### src/verilog/ppfs_pkg.sv
// Constants, register map and state record of the port pin function select block
package ppfs_pkg;

  // ----------------------------------------------------------------
  // Register map (APB byte addresses)
  // ----------------------------------------------------------------
  localparam int          PPFS_ADDR_W     = 12;        // Decoded address width
  localparam logic [11:0] PPFS_FS1_OFF    = 12'h000;   // port_a_low_function_select_1
  localparam logic [11:0] PPFS_FS2_OFF    = 12'h004;   // port_a_low_function_select_2
  localparam logic [11:0] PPFS_DIR_OFF    = 12'h008;   // port_b_direction

  // ----------------------------------------------------------------
  // Implemented bits, reset values
  // ----------------------------------------------------------------
  localparam logic [15:0] PPFS_FS1_MASK   = 16'h005f;  // Bits 6, 4, 3:0 stored
  localparam logic [15:0] PPFS_FS2_MASK   = 16'hfd75;  // Bits 15:10, 8, 6, 5:4, 2, 0
  localparam logic [15:0] PPFS_DIR_MASK   = 16'h03ff;  // Bits 9:0, rest read zero
  localparam logic [15:0] PPFS_FS_RST     = 16'h0000;  // Selection reset value
  localparam logic [15:0] PPFS_DIR_RST    = 16'h0000;  // All second-port pins inputs

  // ----------------------------------------------------------------
  // Field positions
  // ----------------------------------------------------------------
  localparam int PPFS_PIN11_BIT = 6;   // In select 1
  localparam int PPFS_PIN10_BIT = 4;   // In select 1
  localparam int PPFS_PIN9_LO   = 2;   // In select 1, two bits
  localparam int PPFS_PIN8_LO   = 0;   // In select 1, two bits
  localparam int PPFS_PIN7_LO   = 14;  // In select 2, two bits
  localparam int PPFS_PIN6_LO   = 12;  // In select 2, two bits
  localparam int PPFS_PIN5_LO   = 10;  // In select 2, two bits
  localparam int PPFS_PIN4_BIT  = 8;   // In select 2
  localparam int PPFS_PIN3_BIT  = 6;   // In select 2
  localparam int PPFS_PIN2_LO   = 4;   // In select 2, two bits
  localparam int PPFS_PIN1_BIT  = 2;   // In select 2
  localparam int PPFS_PIN0_BIT  = 0;   // In select 2

  // ----------------------------------------------------------------
  // Selection codes and idle levels
  // ----------------------------------------------------------------
  localparam logic [1:0] PPFS_SEL_PORT = 2'h0;  // General port
  localparam logic [1:0] PPFS_SEL_ALT1 = 2'h1;  // First alternate
  localparam logic [1:0] PPFS_SEL_ALT2 = 2'h2;  // Second alternate
  localparam logic [1:0] PPFS_SEL_ALT3 = 2'h3;  // Third alternate
  localparam logic       PPFS_IDLE_HI  = 1'b1;  // Idle level of active-low requests
  localparam logic       PPFS_IDLE_LO  = 1'b0;  // Idle level of clocks
  localparam logic [15:0] PPFS_ZERO16  = 16'h0000;

  // ----------------------------------------------------------------
  // Whole state of the block
  // ----------------------------------------------------------------
  typedef struct packed {
    logic [15:0] fs1;        // Select register 1
    logic [15:0] fs2;        // Select register 2
    logic [15:0] dir;        // Second-port direction
    logic [31:0] prdata;     // Read data
    logic        pready;     // Access answer
    logic        pslverr;    // Unmapped address
    logic [11:0] pin_s1;     // Pin synchroniser stage 1
    logic [11:0] pin_s2;     // Pin synchroniser stage 2
    logic        strap_s1;   // Boot strap stage 1
    logic        strap_s2;   // Boot strap stage 2
    logic [11:0] pa_out;     // Pin output level
    logic [11:0] pa_oe;      // Pin output enable
    logic [11:0] pa_in;      // Pin level to port logic
    logic [3:0]  tclk;       // Timer clocks a..d
    logic [3:0]  irq;        // Interrupt requests 0..3
    logic [1:0]  dreq;       // DMA requests 0..1
    logic [1:0]  rxd;        // Serial receive 0..1
    logic [1:0]  sck_in;     // Serial clock in 0..1
    logic [9:0]  pb_oe;      // Second-port output enables
  } ppfs_state_t;

endpackage

### src/verilog/ppfs_top.sv
// Port pin function select: APB registers, pin routing, second-port direction
//
// The implementer's own choices: the APB slave port and the placing of the registers.
`timescale 1ns/1ps
`default_nettype none

// Operation
// - Pin eleven: port or chip select 1
// - Pin ten: port or chip select 0
// - Pin nine: port, timer clock D, IRQ 3
// - Pin eight: port, timer clock C, IRQ 2
// - Pin seven: port, timer clock B, select 3
// - Pin six: port, timer clock A, select 2
// - Pin five: port, clock1, DMA1, INT_REQUEST_1
// - Pin four: port or serial 1 transmit
// - Pin three: port or serial 1 receive
// - Pin two: port, clock0, DMA0, INT_REQUEST_0
// - Pin one: port or serial 0 transmit
// - Pin zero: port or serial 0 receive
// - Pins eleven, ten reset by boot strap
// - Direction register is 16-bit read/write
// - Direction bit one means output
// - Direction only acts in port mode
// - Direction bits 15:10 read zero
// - Direction register resets to zero
module ppfs_top
  import ppfs_pkg::*;
#(
  parameter int ADDR_W = PPFS_ADDR_W               // APB address width
) (
  input  wire logic              sys_clk_i,         // 10 MHz peripheral clock
  input  wire logic              rst_b_i,           // Synchronous reset, low
  input  wire logic              sys_clk_en_i,      // Low freezes all state unless reset is held
  input  wire logic              boot_ext_norom_i,  // Strap: expansion, ROM off
  // APB slave
  input  wire logic              psel_i,
  input  wire logic              penable_i,
  input  wire logic              pwrite_i,
  input  wire logic [ADDR_W-1:0] paddr_i,
  input  wire logic [31:0]       pwdata_i,
  output logic      [31:0]       prdata_o,
  output logic                   pready_o,
  output logic                   pslverr_o,
  // First-port pins 11..0
  input  wire logic [11:0]       pa_pin_i,          // Pin level
  output logic      [11:0]       pa_pin_o,          // Pin drive level
  output logic      [11:0]       pa_pin_oe_o,       // Pin drive enable
  // General port logic
  input  wire logic [11:0]       port_a_out_i,      // Port data out
  input  wire logic [11:0]       port_a_oe_i,       // Port direction
  output logic      [11:0]       port_a_in_o,       // Port data in
  // Bus controller
  input  wire logic [3:0]        chip_select_i,     // Chip selects 0..3
  // Timer, interrupt and DMA inputs
  output logic      [3:0]        timer_ext_clock_o, // Timer clocks a..d
  output logic      [3:0]        int_request_o,     // Interrupt requests 0..3
  output logic      [1:0]        dma_request_o,     // DMA requests 0..1
  // Serial channels
  input  wire logic [1:0]        serial_transmit_i, // Transmit data 0..1
  input  wire logic [1:0]        serial_clock_out_i,// Clock out 0..1
  input  wire logic [1:0]        serial_clock_oe_i, // Clock drive 0..1
  output logic      [1:0]        serial_clock_in_o, // Clock in 0..1
  output logic      [1:0]        serial_receive_o,  // Receive data 0..1
  // Second port
  input  wire logic [9:0]        port_b_gpio_mode_i,// Pin in port mode
  output logic      [9:0]        port_b_pin_oe_o    // Pin output enable
);

  // ----------------------------------------------------------------
  // State
  // ----------------------------------------------------------------
  ppfs_state_t st_reg;    // Current state
  ppfs_state_t st_next;   // Next state

  // ----------------------------------------------------------------
  // Bus decode helpers
  // ----------------------------------------------------------------
  logic apb_setup;        // Setup cycle
  logic apb_done;         // Access edge with answer
  logic [11:0] adr;       // Address trimmed to map width

  assign adr       = 12'(paddr_i);
  assign apb_setup = psel_i && !penable_i;
  assign apb_done  = psel_i && penable_i && st_reg.pready;

  // ----------------------------------------------------------------
  // Next-state logic
  // ----------------------------------------------------------------
  // No wait state: answer prepared in setup, taken on next edge
  always_comb begin
    logic [1:0] s9;
    logic [1:0] s8;
    logic [1:0] s7;
    logic [1:0] s6;
    logic [1:0] s5;
    logic [1:0] s2;
    logic [15:0] rd;
    s9 = st_reg.fs1[PPFS_PIN9_LO +: 2];
    s8 = st_reg.fs1[PPFS_PIN8_LO +: 2];
    s7 = st_reg.fs2[PPFS_PIN7_LO +: 2];
    s6 = st_reg.fs2[PPFS_PIN6_LO +: 2];
    s5 = st_reg.fs2[PPFS_PIN5_LO +: 2];
    s2 = st_reg.fs2[PPFS_PIN2_LO +: 2];
    rd = PPFS_ZERO16;
    st_next = st_reg;

    // Synchronisers: stage 1 feeds only stage 2
    st_next.pin_s1   = pa_pin_i;
    st_next.pin_s2   = st_reg.pin_s1;
    st_next.strap_s1 = boot_ext_norom_i;
    st_next.strap_s2 = st_reg.strap_s1;

    // Register read and error answer
    st_next.pready  = 1'b0;
    st_next.pslverr = 1'b0;
    if (apb_setup) begin
      st_next.pready = 1'b1;
      if (adr == PPFS_FS1_OFF) begin
        rd = st_reg.fs1 & PPFS_FS1_MASK;
      end else if (adr == PPFS_FS2_OFF) begin
        rd = st_reg.fs2 & PPFS_FS2_MASK;
      end else if (adr == PPFS_DIR_OFF) begin
        rd = st_reg.dir & PPFS_DIR_MASK;
      end else begin
        st_next.pslverr = 1'b1;                   // Unmapped: error, reads zero
      end
      st_next.prdata = 32'(rd);
    end

    // Register write at the access edge only
    if (apb_done && pwrite_i) begin
      if (adr == PPFS_FS1_OFF) begin
        st_next.fs1 = pwdata_i[15:0] & PPFS_FS1_MASK;
      end else if (adr == PPFS_FS2_OFF) begin
        st_next.fs2 = pwdata_i[15:0] & PPFS_FS2_MASK;
      end else if (adr == PPFS_DIR_OFF) begin
        st_next.dir = pwdata_i[15:0] & PPFS_DIR_MASK;
      end
    end

    // Default routing: port logic owns every pin
    st_next.pa_out  = port_a_out_i;
    st_next.pa_oe   = port_a_oe_i;
    st_next.pa_in   = st_reg.pin_s2;
    st_next.tclk    = {4{PPFS_IDLE_LO}};
    st_next.irq     = {4{PPFS_IDLE_HI}};
    st_next.dreq    = {2{PPFS_IDLE_HI}};
    st_next.rxd     = {2{PPFS_IDLE_HI}};
    st_next.sck_in  = {2{PPFS_IDLE_LO}};

    // Pin eleven
    if (st_reg.fs1[PPFS_PIN11_BIT]) begin
      st_next.pa_out[11] = chip_select_i[1];
      st_next.pa_oe[11]  = 1'b1;
    end
    // Pin ten
    if (st_reg.fs1[PPFS_PIN10_BIT]) begin
      st_next.pa_out[10] = chip_select_i[0];
      st_next.pa_oe[10]  = 1'b1;
    end
    // Pin nine; reserved code left on the port
    if (s9 == PPFS_SEL_ALT1) begin
      st_next.pa_oe[9] = 1'b0;
      st_next.tclk[3]  = st_reg.pin_s2[9];
    end else if (s9 == PPFS_SEL_ALT2) begin
      st_next.pa_oe[9] = 1'b0;
      st_next.irq[3]   = st_reg.pin_s2[9];
    end
    // Pin eight
    if (s8 == PPFS_SEL_ALT1) begin
      st_next.pa_oe[8] = 1'b0;
      st_next.tclk[2]  = st_reg.pin_s2[8];
    end else if (s8 == PPFS_SEL_ALT2) begin
      st_next.pa_oe[8] = 1'b0;
      st_next.irq[2]   = st_reg.pin_s2[8];
    end
    // Pin seven
    if (s7 == PPFS_SEL_ALT1) begin
      st_next.pa_oe[7] = 1'b0;
      st_next.tclk[1]  = st_reg.pin_s2[7];
    end else if (s7 == PPFS_SEL_ALT2) begin
      st_next.pa_out[7] = chip_select_i[3];
      st_next.pa_oe[7]  = 1'b1;
    end
    // Pin six
    if (s6 == PPFS_SEL_ALT1) begin
      st_next.pa_oe[6] = 1'b0;
      st_next.tclk[0]  = st_reg.pin_s2[6];
    end else if (s6 == PPFS_SEL_ALT2) begin
      st_next.pa_out[6] = chip_select_i[2];
      st_next.pa_oe[6]  = 1'b1;
    end
    // Pin five: clock is two-way, direction from the serial channel
    if (s5 == PPFS_SEL_ALT1) begin
      st_next.pa_out[5]  = serial_clock_out_i[1];
      st_next.pa_oe[5]   = serial_clock_oe_i[1];
      st_next.sck_in[1]  = st_reg.pin_s2[5];
    end else if (s5 == PPFS_SEL_ALT2) begin
      st_next.pa_oe[5] = 1'b0;
      st_next.dreq[1]  = st_reg.pin_s2[5];
    end else if (s5 == PPFS_SEL_ALT3) begin
      st_next.pa_oe[5] = 1'b0;
      st_next.irq[1]   = st_reg.pin_s2[5];
    end
    // Pin four
    if (st_reg.fs2[PPFS_PIN4_BIT]) begin
      st_next.pa_out[4] = serial_transmit_i[1];
      st_next.pa_oe[4]  = 1'b1;
    end
    // Pin three
    if (st_reg.fs2[PPFS_PIN3_BIT]) begin
      st_next.pa_oe[3] = 1'b0;
      st_next.rxd[1]   = st_reg.pin_s2[3];
    end
    // Pin two
    if (s2 == PPFS_SEL_ALT1) begin
      st_next.pa_out[2]  = serial_clock_out_i[0];
      st_next.pa_oe[2]   = serial_clock_oe_i[0];
      st_next.sck_in[0]  = st_reg.pin_s2[2];
    end else if (s2 == PPFS_SEL_ALT2) begin
      st_next.pa_oe[2] = 1'b0;
      st_next.dreq[0]  = st_reg.pin_s2[2];
    end else if (s2 == PPFS_SEL_ALT3) begin
      st_next.pa_oe[2] = 1'b0;
      st_next.irq[0]   = st_reg.pin_s2[2];
    end
    // Pin one
    if (st_reg.fs2[PPFS_PIN1_BIT]) begin
      st_next.pa_out[1] = serial_transmit_i[0];
      st_next.pa_oe[1]  = 1'b1;
    end
    // Pin zero
    if (st_reg.fs2[PPFS_PIN0_BIT]) begin
      st_next.pa_oe[0] = 1'b0;
      st_next.rxd[0]   = st_reg.pin_s2[0];
    end

    // Second port: direction gated by port mode
    st_next.pb_oe = st_reg.dir[9:0] & port_b_gpio_mode_i;
  end

  // ----------------------------------------------------------------
  // State register
  // ----------------------------------------------------------------
  // Routing is registered so a select change never glitches a pin
  always_ff @(posedge sys_clk_i) begin
    if (!rst_b_i) begin
      st_reg          <= '0;
      st_reg.fs1      <= PPFS_FS_RST;
      st_reg.fs2      <= PPFS_FS_RST;
      st_reg.dir      <= PPFS_DIR_RST;
      // Strap is synchronised, so it is caught while reset is held
      st_reg.fs1[PPFS_PIN11_BIT] <= st_reg.strap_s2;
      st_reg.fs1[PPFS_PIN10_BIT] <= st_reg.strap_s2;
      st_reg.strap_s1 <= boot_ext_norom_i;
      st_reg.strap_s2 <= st_reg.strap_s1;
      st_reg.irq      <= {4{PPFS_IDLE_HI}};
      st_reg.dreq     <= {2{PPFS_IDLE_HI}};
      st_reg.rxd      <= {2{PPFS_IDLE_HI}};
    end else if (sys_clk_en_i) begin
      st_reg <= st_next;
    end
  end

  // ----------------------------------------------------------------
  // Outputs, all from flip-flops
  // ----------------------------------------------------------------
  assign prdata_o          = st_reg.prdata;
  assign pready_o          = st_reg.pready;
  assign pslverr_o         = st_reg.pslverr;
  assign pa_pin_o          = st_reg.pa_out;
  assign pa_pin_oe_o       = st_reg.pa_oe;
  assign port_a_in_o       = st_reg.pa_in;
  assign timer_ext_clock_o = st_reg.tclk;
  assign int_request_o     = st_reg.irq;
  assign dma_request_o     = st_reg.dreq;
  assign serial_clock_in_o = st_reg.sck_in;
  assign serial_receive_o  = st_reg.rxd;
  assign port_b_pin_oe_o   = st_reg.pb_oe;
endmodule

`default_nettype wire
### config.mk
export PLATFORM = sky130hd
export DESIGN_NAME = ppfs_top
export DESIGN_NICKNAME = d
export VERILOG_FILES = /design/src/verilog/ppfs_pkg.sv /design/src/verilog/ppfs_top.sv
export SDC_FILE = /design/constraint.sdc
export NUM_CORES = 1
export LEC_CHECK = 0
export ABC_AREA = 1
export BUFFER_PORTS_ARGS = -buffer_cell sky130_fd_sc_hd__buf_4
export CORE_MARGIN = 2
export CORE_UTILIZATION = 50
export DETAILED_ROUTE_END_ITERATION = 10
export GPL_ROUTABILITY_DRIVEN = 0
export PLACE_DENSITY = 0.85
export SYNTH_ARGS = -nofsm -noshare
export SYNTH_HDL_FRONTEND = slang
export SYNTH_SLANG_ARGS = --single-unit
export TNS_END_PERCENT = 5
### constraint.sdc
create_clock -name sys_clk_i -period 1.55 [get_ports sys_clk_i]
set_input_delay 0.2325 -clock sys_clk_i [delete_from_list [all_inputs] [get_ports sys_clk_i]]
set_output_delay 0.2325 -clock sys_clk_i [all_outputs]
set_load 0.02 [all_outputs]
==> results of run 1 <==
-- cells in the mapped netlist --
cell type,number,area share
a22o_1,4,0.0062
inv_2,3,0.0020
nand2_1,158,0.10
edfxtp_1,4,0.021
nand3_2,1,0.0018
dfxtp_1,128,0.45
nor2_2,4,0.0044
a221oi_1,2,0.0031
a21oi_1,19,0.017
inv_1,62,0.041
nand3_1,34,0.030
nor3_2,1,0.0018
buf_4,92,0.12
buf_2,11,0.0097
nor2_1,93,0.062
a32o_1,15,0.027
conb_1,1,0.00066
nor3_1,3,0.0026
o21ai_0,59,0.052
o31ai_1,4,0.0053
nand4_1,2,0.0022
and2_1,1,0.0011
and2_0,1,0.0011
clkbuf_1,21,0.014
o21ai_1,1,0.00088
a31oi_1,2,0.0022
o22ai_1,11,0.012
buf_1,1,0.00066
-- repair_timing --
action / 4_1_cts / 5_1_grt
endpoints found under the setup margin: 0 / 4
resized for setup: 0 / 1
setup buffers: 0 / 0
hold endpoints to repair: 0 / 0
-- kinds of logic (layout without fill, tap and decap cells) --
family,after synthesis,count (layout)
simple gates,298,298
buf+inv,190,283
flops,132,132
compound gates,117,117
other cells,1,16
-- metal layers --
metal	wire, um	up-vias	GRT usage	share of wire
met2	6759	165	0.3828	0.49
li1	-	2444	-	-
met1	5782	2222	0.2727	0.42
met5	0	-	0	0
met3	984	22	0.06641	0.071
met4	308	0	0.09333	0.022
-- metrics by stage --
step                TNS [ns]  hold slack (ns)  setup WS (ns)    util
floorplan                  0           0.3452         0.1561       -
global placement    -0.03928           0.4325       -0.01964  0.5965
detailed placement  -0.06900           0.4367       -0.03450  0.5965
CTS                        0         0.009008        0.03158  0.6522
global route               0          0.02782        0.04440  0.6526
finish                     0          0.01763         0.1419  0.6526
-- worst register-to-register path, delay by kind of cell, from the launching register on --
| kind | cells | cell delay (ns) |
|---|---|---|
| AND/OR/NAND/NOR | 3 | 0.71 |
| flip-flops | 1 | 0.34 |
| buffers and inverters | 1 | 0.07 |
-- power breakdown --
part | internal, mW | switching [mW] | leakage (nW)
clock network | 2.61 | 1.48 | 0.285
logic | 0.329 | 0.394 | 1.98
registers | 3.52 | 0.0546 | 1.08
total | 6.46 | 1.93 | 3.34
-- layout make-up --
cell class,count,area [sq um]
Sequential cell,132,2683
Tap cell,140,175.2
Timing Repair Buffer,186,1446
Fill cell,972,3799
Multi-Input combinational cell,431,1979
Clock buffer,20,456.7
Clock inverter,12,152.6
Inverter,65,244.0
-- how the worst max path moves through the flow --
| stage | cells past startpoint | from | slack, ns | to |
|---|---|---|---|---|
| CTS | 4 | pready_o$_SDFFE_PN0P_ | 0.03 | st_reg[156]$_DFFE_PP_ |
| finish | 4 | pready_o$_SDFFE_PN0P_ | 0.14 | st_reg[156]$_DFFE_PP_ |
| global route | 4 | pready_o$_SDFFE_PN0P_ | 0.04 | st_reg[156]$_DFFE_PP_ |
| floorplan | 6 | paddr_i[1] | 0.16 | st_reg[156]$_DFFE_PP_ |
| detailed placement | 7 | paddr_i[11] | -0.03 | st_reg[156]$_DFFE_PP_ |
| global placement | 7 | paddr_i[11] | -0.02 | st_reg[156]$_DFFE_PP_ |
==> impl_metrics.env, run 1 <==
export IMPL_fin_nets=940
export IMPL_hold_buffers=0
export IMPL_synth_area_per_cell_sq_um=7.677
export IMPL_cp_required_ns=1.66
export IMPL_dp_cells=954
export IMPL_hold_viol_final=0
export IMPL_holdPathStages=3
export IMPL_end_kind="flip-flop"
export IMPL_dieWidth_um=110.4
export IMPL_grt_max_degree=29
export IMPL_first_pass_iters=5
export IMPL_final_cell_area_sq_um=7137
export IMPL_path_class="reg2reg"
export IMPL_layout_common_cells="buf_4 (182), nand2_1 (158), dfxtp_1 (128), nor2_1 (92), inv_1 (62)"
export IMPL_synth_ff_latch_count=132
export IMPL_die_area_sq_um=12200
export IMPL_reg2reg_from="pready_o$_SDFFE_PN0P_"
export IMPL_hp_start="pa_pin_i[8]"
export IMPL_drt_wirelength_per_cell_um=14.03
export IMPL_fin_crit_sh=0.9085
export IMPL_grt_pass1_wl_mm=22.74
export IMPL_holdPathEnd="st_next[70]$_SDFFE_PN0P_"
export IMPL_drt_iter0_drc=346
export IMPL_synth_cell_type_count=28
export IMPL_placedInstanceArea_sq_um=6523
export IMPL_coreArea_sq_um=10940
export IMPL_clk_pin_slew_ns=0.06
export IMPL_irDropWorstVdd_uv=1108
export IMPL_layout_commonest_cell="buf_4"
export IMPL_largest_reg_flops=29
export IMPL_maxCapViolCount=0
export IMPL_post_dp_hpwl_mm=9.881
export IMPL_synthAdderAreaFrac=0
export IMPL_critical_path_cell_chain="inv_1, nor3_2, nand3_2, nand2_1"
export IMPL_r2r_end="st_reg[156]$_DFFE_PP_"
export IMPL_numCtsBuffers=17
export IMPL_drive_gt1_frac=0.2695
export IMPL_setup_violations=0
export IMPL_synth_xor_area_frac=0
export IMPL_synth_compound_area_frac=0.1252
export IMPL_arrival_ns=1.52
export IMPL_yosys_area_share_simple=0.2114
export IMPL_rr_worst_depth=4
export IMPL_critical_path_max_fanout=11
export IMPL_synthCells=738
export IMPL_cts_sinks=132
export IMPL_via_count=4853
export IMPL_startpoint_type="flip-flop"
export IMPL_reg2reg_slack_ns=0.14
export IMPL_clock_latency_ns=0.41
export IMPL_io_pins=201
export IMPL_synth_top_family_by_area="simple AND/OR/NAND/NOR gates"
export IMPL_antenna_found_initial=0
export IMPL_diodes=0
export IMPL_slew_viol_final=0
export IMPL_wl_mm=13.83
export IMPL_cts_tree="built"
export IMPL_seq_area_frac_synth=0.4735
export IMPL_io_buffer_count=168
export IMPL_p_leak_nw=3.344
export IMPL_grtUsageTotal=0.2277
export IMPL_critPathBufInv=1
export IMPL_yosysWarnings=0
export IMPL_antenna_left=0
export IMPL_max_freq_ghz=0.7102
export IMPL_rsz0062_at_grt="no"
export IMPL_drc=0
export IMPL_clockBufferDepth=2
export IMPL_syn_area_sq_um=5665
export IMPL_viasPerCell=4.922
export IMPL_synthMuxAreaShare=0
export IMPL_final_cells=986
export IMPL_power_per_cell_area_nw_per_um2=1176
export IMPL_rows=38
export IMPL_grt_pass1_vias=4792
export IMPL_skew_ns=0.006940
export IMPL_crit_family="simple AND/OR/NAND/NOR gates"
export IMPL_grt_overflow=0
export IMPL_fp_dieH_um=110.4
export IMPL_ctsRootBufferMaster="clkbuf_16"
export IMPL_start_util=0.5181
export IMPL_p_total_mw=8.394
export IMPL_critical_path_max_stage_delay_ns=0.34
export IMPL_h_tree_depth=4
export IMPL_status="complete, no violations"
export IMPL_min_path_type="in2reg"
export IMPL_area_growth_pct=25.97
export IMPL_critPathSlowestCell="dfxtp_1"
export IMPL_fin_crit_ns=1.408
Note: power is estimated with default switching activity, not from simulation.
==> inputs of run 2 (changes only) <==
Settings changed: ABC_AREA 1 to default, PLACE_DENSITY 0.85 to 0.84.
==> run 2 against run 1 <==
Effect of this change:
- register-to-register slack barely moved
- die area up 6.8%
- critical path depth increased by 1
- non-clock buffer count fell by 2
- via count decreased by 6.1%
- critical path type is now in2reg
- critical endpoint is now st_reg[138]$_SDFFE_PN0P_
==> impl_metrics.env, run 2 <==
export IMPL_status="complete, no violations"
export IMPL_rows=40
export IMPL_ctsRootBufferMaster="clkbuf_16"
export IMPL_io_buffer_count=168
export IMPL_startpoint="paddr_i[1]"
export IMPL_critical_path_cell_chain="buf_4, or4_4, nor4_4, and2b_4, mux2i_1"
export IMPL_cp_required_ns=1.89
export IMPL_reg2reg_from="pready_o$_SDFFE_PN0P_"
export IMPL_crit_family="simple AND/OR/NAND/NOR gates"
export IMPL_slew_viol_final=0
export IMPL_yosysWarnings=0
export IMPL_antenna_left=0
export IMPL_synth_area_leaders="dfxtp_1 (42%), mux2i_1 (13%), buf_4 (12%)"
export IMPL_layout_common_cells="buf_4 (180), dfxtp_1 (128), mux2i_1 (78), nand2_1 (64), nor2b_1 (46)"
export IMPL_synth_area_per_cell_sq_um=9.585
export IMPL_setup_violations=0
export IMPL_arrival_ns=1.84
export IMPL_final_cells=880
export IMPL_critical_path_max_stage_delay_ns=0.59
export IMPL_dp_cells=850
export IMPL_critical_path_max_fanout=12
export IMPL_synth_cell_type_count=36
export IMPL_coreArea_sq_um=11910
export IMPL_io_pins=201
export IMPL_dieWidth_um=114.2
export IMPL_power_per_cell_area_nw_per_um2=1090
export IMPL_clk_pin_slew_ns=0.05
export IMPL_h_tree_depth=4
export IMPL_grt_pass1_wl_mm=22.24
export IMPL_synth_common_cells="dfxtp_1 (128), buf_4 (93), mux2i_1 (78), nand2_1 (65), nor2b_1 (47)"
export IMPL_synth_edf_count=4
export IMPL_start_util=0.5093
export IMPL_p_leak_nw=3.250
export IMPL_drt_wirelength_per_cell_um=16.04
export IMPL_layout_commonest_cell="buf_4"
export IMPL_syn_area_sq_um=6067
export IMPL_final_util=0.6289
export IMPL_fp_dieH_um=114.2
export IMPL_diodes=0
export IMPL_drive_gt1_frac=0.3097
export IMPL_cts_tree="built"
export IMPL_fin_crit_ns=1.503
export IMPL_synthArstFlopShare=0
export IMPL_cts_sinks=132
export IMPL_irDropWorstVdd_uv=585.3
export IMPL_min_path_type="in2reg"
export IMPL_synth_top_cell_area_share=0.4224
export IMPL_area_growth_pct=23.47
export IMPL_largest_reg_flops=29
export IMPL_yosysMostFrequentCell="dfxtp_1"
export IMPL_post_dp_hpwl_mm=10.25
export IMPL_first_pass_iters=4
export IMPL_hold_viol_final=0
export IMPL_via_count=4555
export IMPL_startpoint_type="primary input"
export IMPL_grt_pass1_vias=4459
export IMPL_maxCapViolCount=0
export IMPL_end_kind="flip-flop"
export IMPL_antenna_found_initial=0
export IMPL_path_class="in2reg"
export IMPL_fin_nets=829
export IMPL_rsz0062_at_grt="no"
export IMPL_critPathBufInv=1
export IMPL_seq_area_frac_synth=0.4422
export IMPL_die_area_sq_um=13030
export IMPL_max_freq_ghz=0.6655
export IMPL_grt_max_degree=90
export IMPL_drc=0
export IMPL_viasPerCell=5.176
export IMPL_p_total_mw=8.166
export IMPL_numCtsBuffers=17
export IMPL_critPathSlowestCell="or4_4"
export IMPL_hold_worst_slack_ns=0.07469
export IMPL_skew_ns=0.008059
export IMPL_synth_ff_latch_count=132
export IMPL_wl_mm=14.11
export IMPL_netlist_top_cell_by_area="dfxtp_1"
export IMPL_grtUsageTotal=0.2193
export IMPL_clock_latency_ns=0.41
export IMPL_fin_crit_sh=0.9694
export IMPL_clockBufferDepth=2
export IMPL_drt_iter0_drc=222
export IMPL_synthFlopType="dfxtp_1"
export IMPL_grt_overflow=0
export IMPL_fin_setup_tns_ns=0
export IMPL_synthCells=633
export IMPL_hp_start="pwdata_i[14]"
-- run 2: cell count changes in the layout (fill, tap and decap cells not counted), sizes merged, moves of 10 or more --
cell    delta
a32o      -15
a21oi     -11
nor2      -80
nand2b    +27
nand2     -93
o22ai     -11
inv       -65
a21boi    +29
mux2i     +78
nand3     -10
o21ai     -36
nor2b     +47
-- run 2: final timing paths --
| check | end | slack [ns] | cells after the start |
|---|---|---|---|
| max | st_reg[138]$_SDFFE_PN0P_ | 0.05 | 5 |
| min | st_reg[150]$_SDFFE_PN0P_ | 0.07 | 3 |
| max reg2reg | st_reg[138]$_SDFFE_PN0P_ | 0.15 | 4 |
| min reg2reg | prdata_o[14]$_SDFFE_PN0P_ | 0.46 | 2 |
-- run 2: logic make-up (layout without fill, tap and decap cells) --
kind of cell | after synthesis | count (layout) | synth area share
DFF | 132 | 132 | 0.4422
and+or+nand+nor | 207 | 207 | 0.1883
other | 1 | 16 | 0.0006181
buffers and inverters | 131 | 216 | 0.1415
muxes | 82 | 82 | 0.1361
xor gates and xnor gates | 2 | 2 | 0.002888
AOI/OAI and AO/OA | 78 | 78 | 0.08847
-- run 2: layout make-up --
| cell class | instances | area (sq um) |
|---|---|---|
| inverters | 2 | 7.507 |
| flip-flops and latches | 132 | 2683 |
| clock inverters | 3 | 42.54 |
| fillers | 967 | 4420 |
| multi-input cells | 385 | 2619 |
| well taps | 147 | 183.9 |
| repair buffers | 184 | 1423 |
| clock buffers | 27 | 533.0 |
-- run 2: timing repair --
item | in CTS | in global routing
setup buffers | 0 | 0
hold buffers | 0 | 0
hold endpoints to repair | 0 | 0
resized for setup | 0 | 5
endpoints found under the setup margin | 0 | 10
-- run 2: worst reg2reg max path: stages (launching register included) --
cell	delay, ns
dfxtp_1	0.34
nand3_1	0.07
or2_4	0.26
and2b_4	0.41
mux2i_1	0.23
-- run 2: through the flow --
| step | cell area (sq um) | worst slack, ns |
|---|---|---|
| finish | 7491 | 0.04743 |
| CTS | 7468 | 0.04605 |
| detailed placement | 6893 | -0.3684 |
| global route | 7491 | 0.002753 |
| global placement | 6893 | -0.3115 |
| floorplan | 6135 | -0.2965 |
-- run 2: power by group --
group | internal [mW] | total, mW | leakage, nW | switching (mW)
combinational | 0.374 | 0.745 | 1.89 | 0.371
sequential | 3.51 | 3.57 | 1.08 | 0.0554
clock | 2.48 | 3.86 | 0.282 | 1.37
total | 6.37 | 8.17 | 3.25 | 1.80
-- run 2: per-layer routing --
| layer | vias up | track usage | share of wire | wire (um) |
|---|---|---|---|---|
| li1 | 2210 | - | - | - |
| met1 | 2151 | 0.2630 | 0.42 | 5985 |
| met2 | 169 | 0.3571 | 0.48 | 6779 |
| met3 | 25 | 0.07517 | 0.073 | 1029 |
| met4 | 0 | 0.09756 | 0.023 | 320 |
| met5 | - | 0 | 0 | 0 |
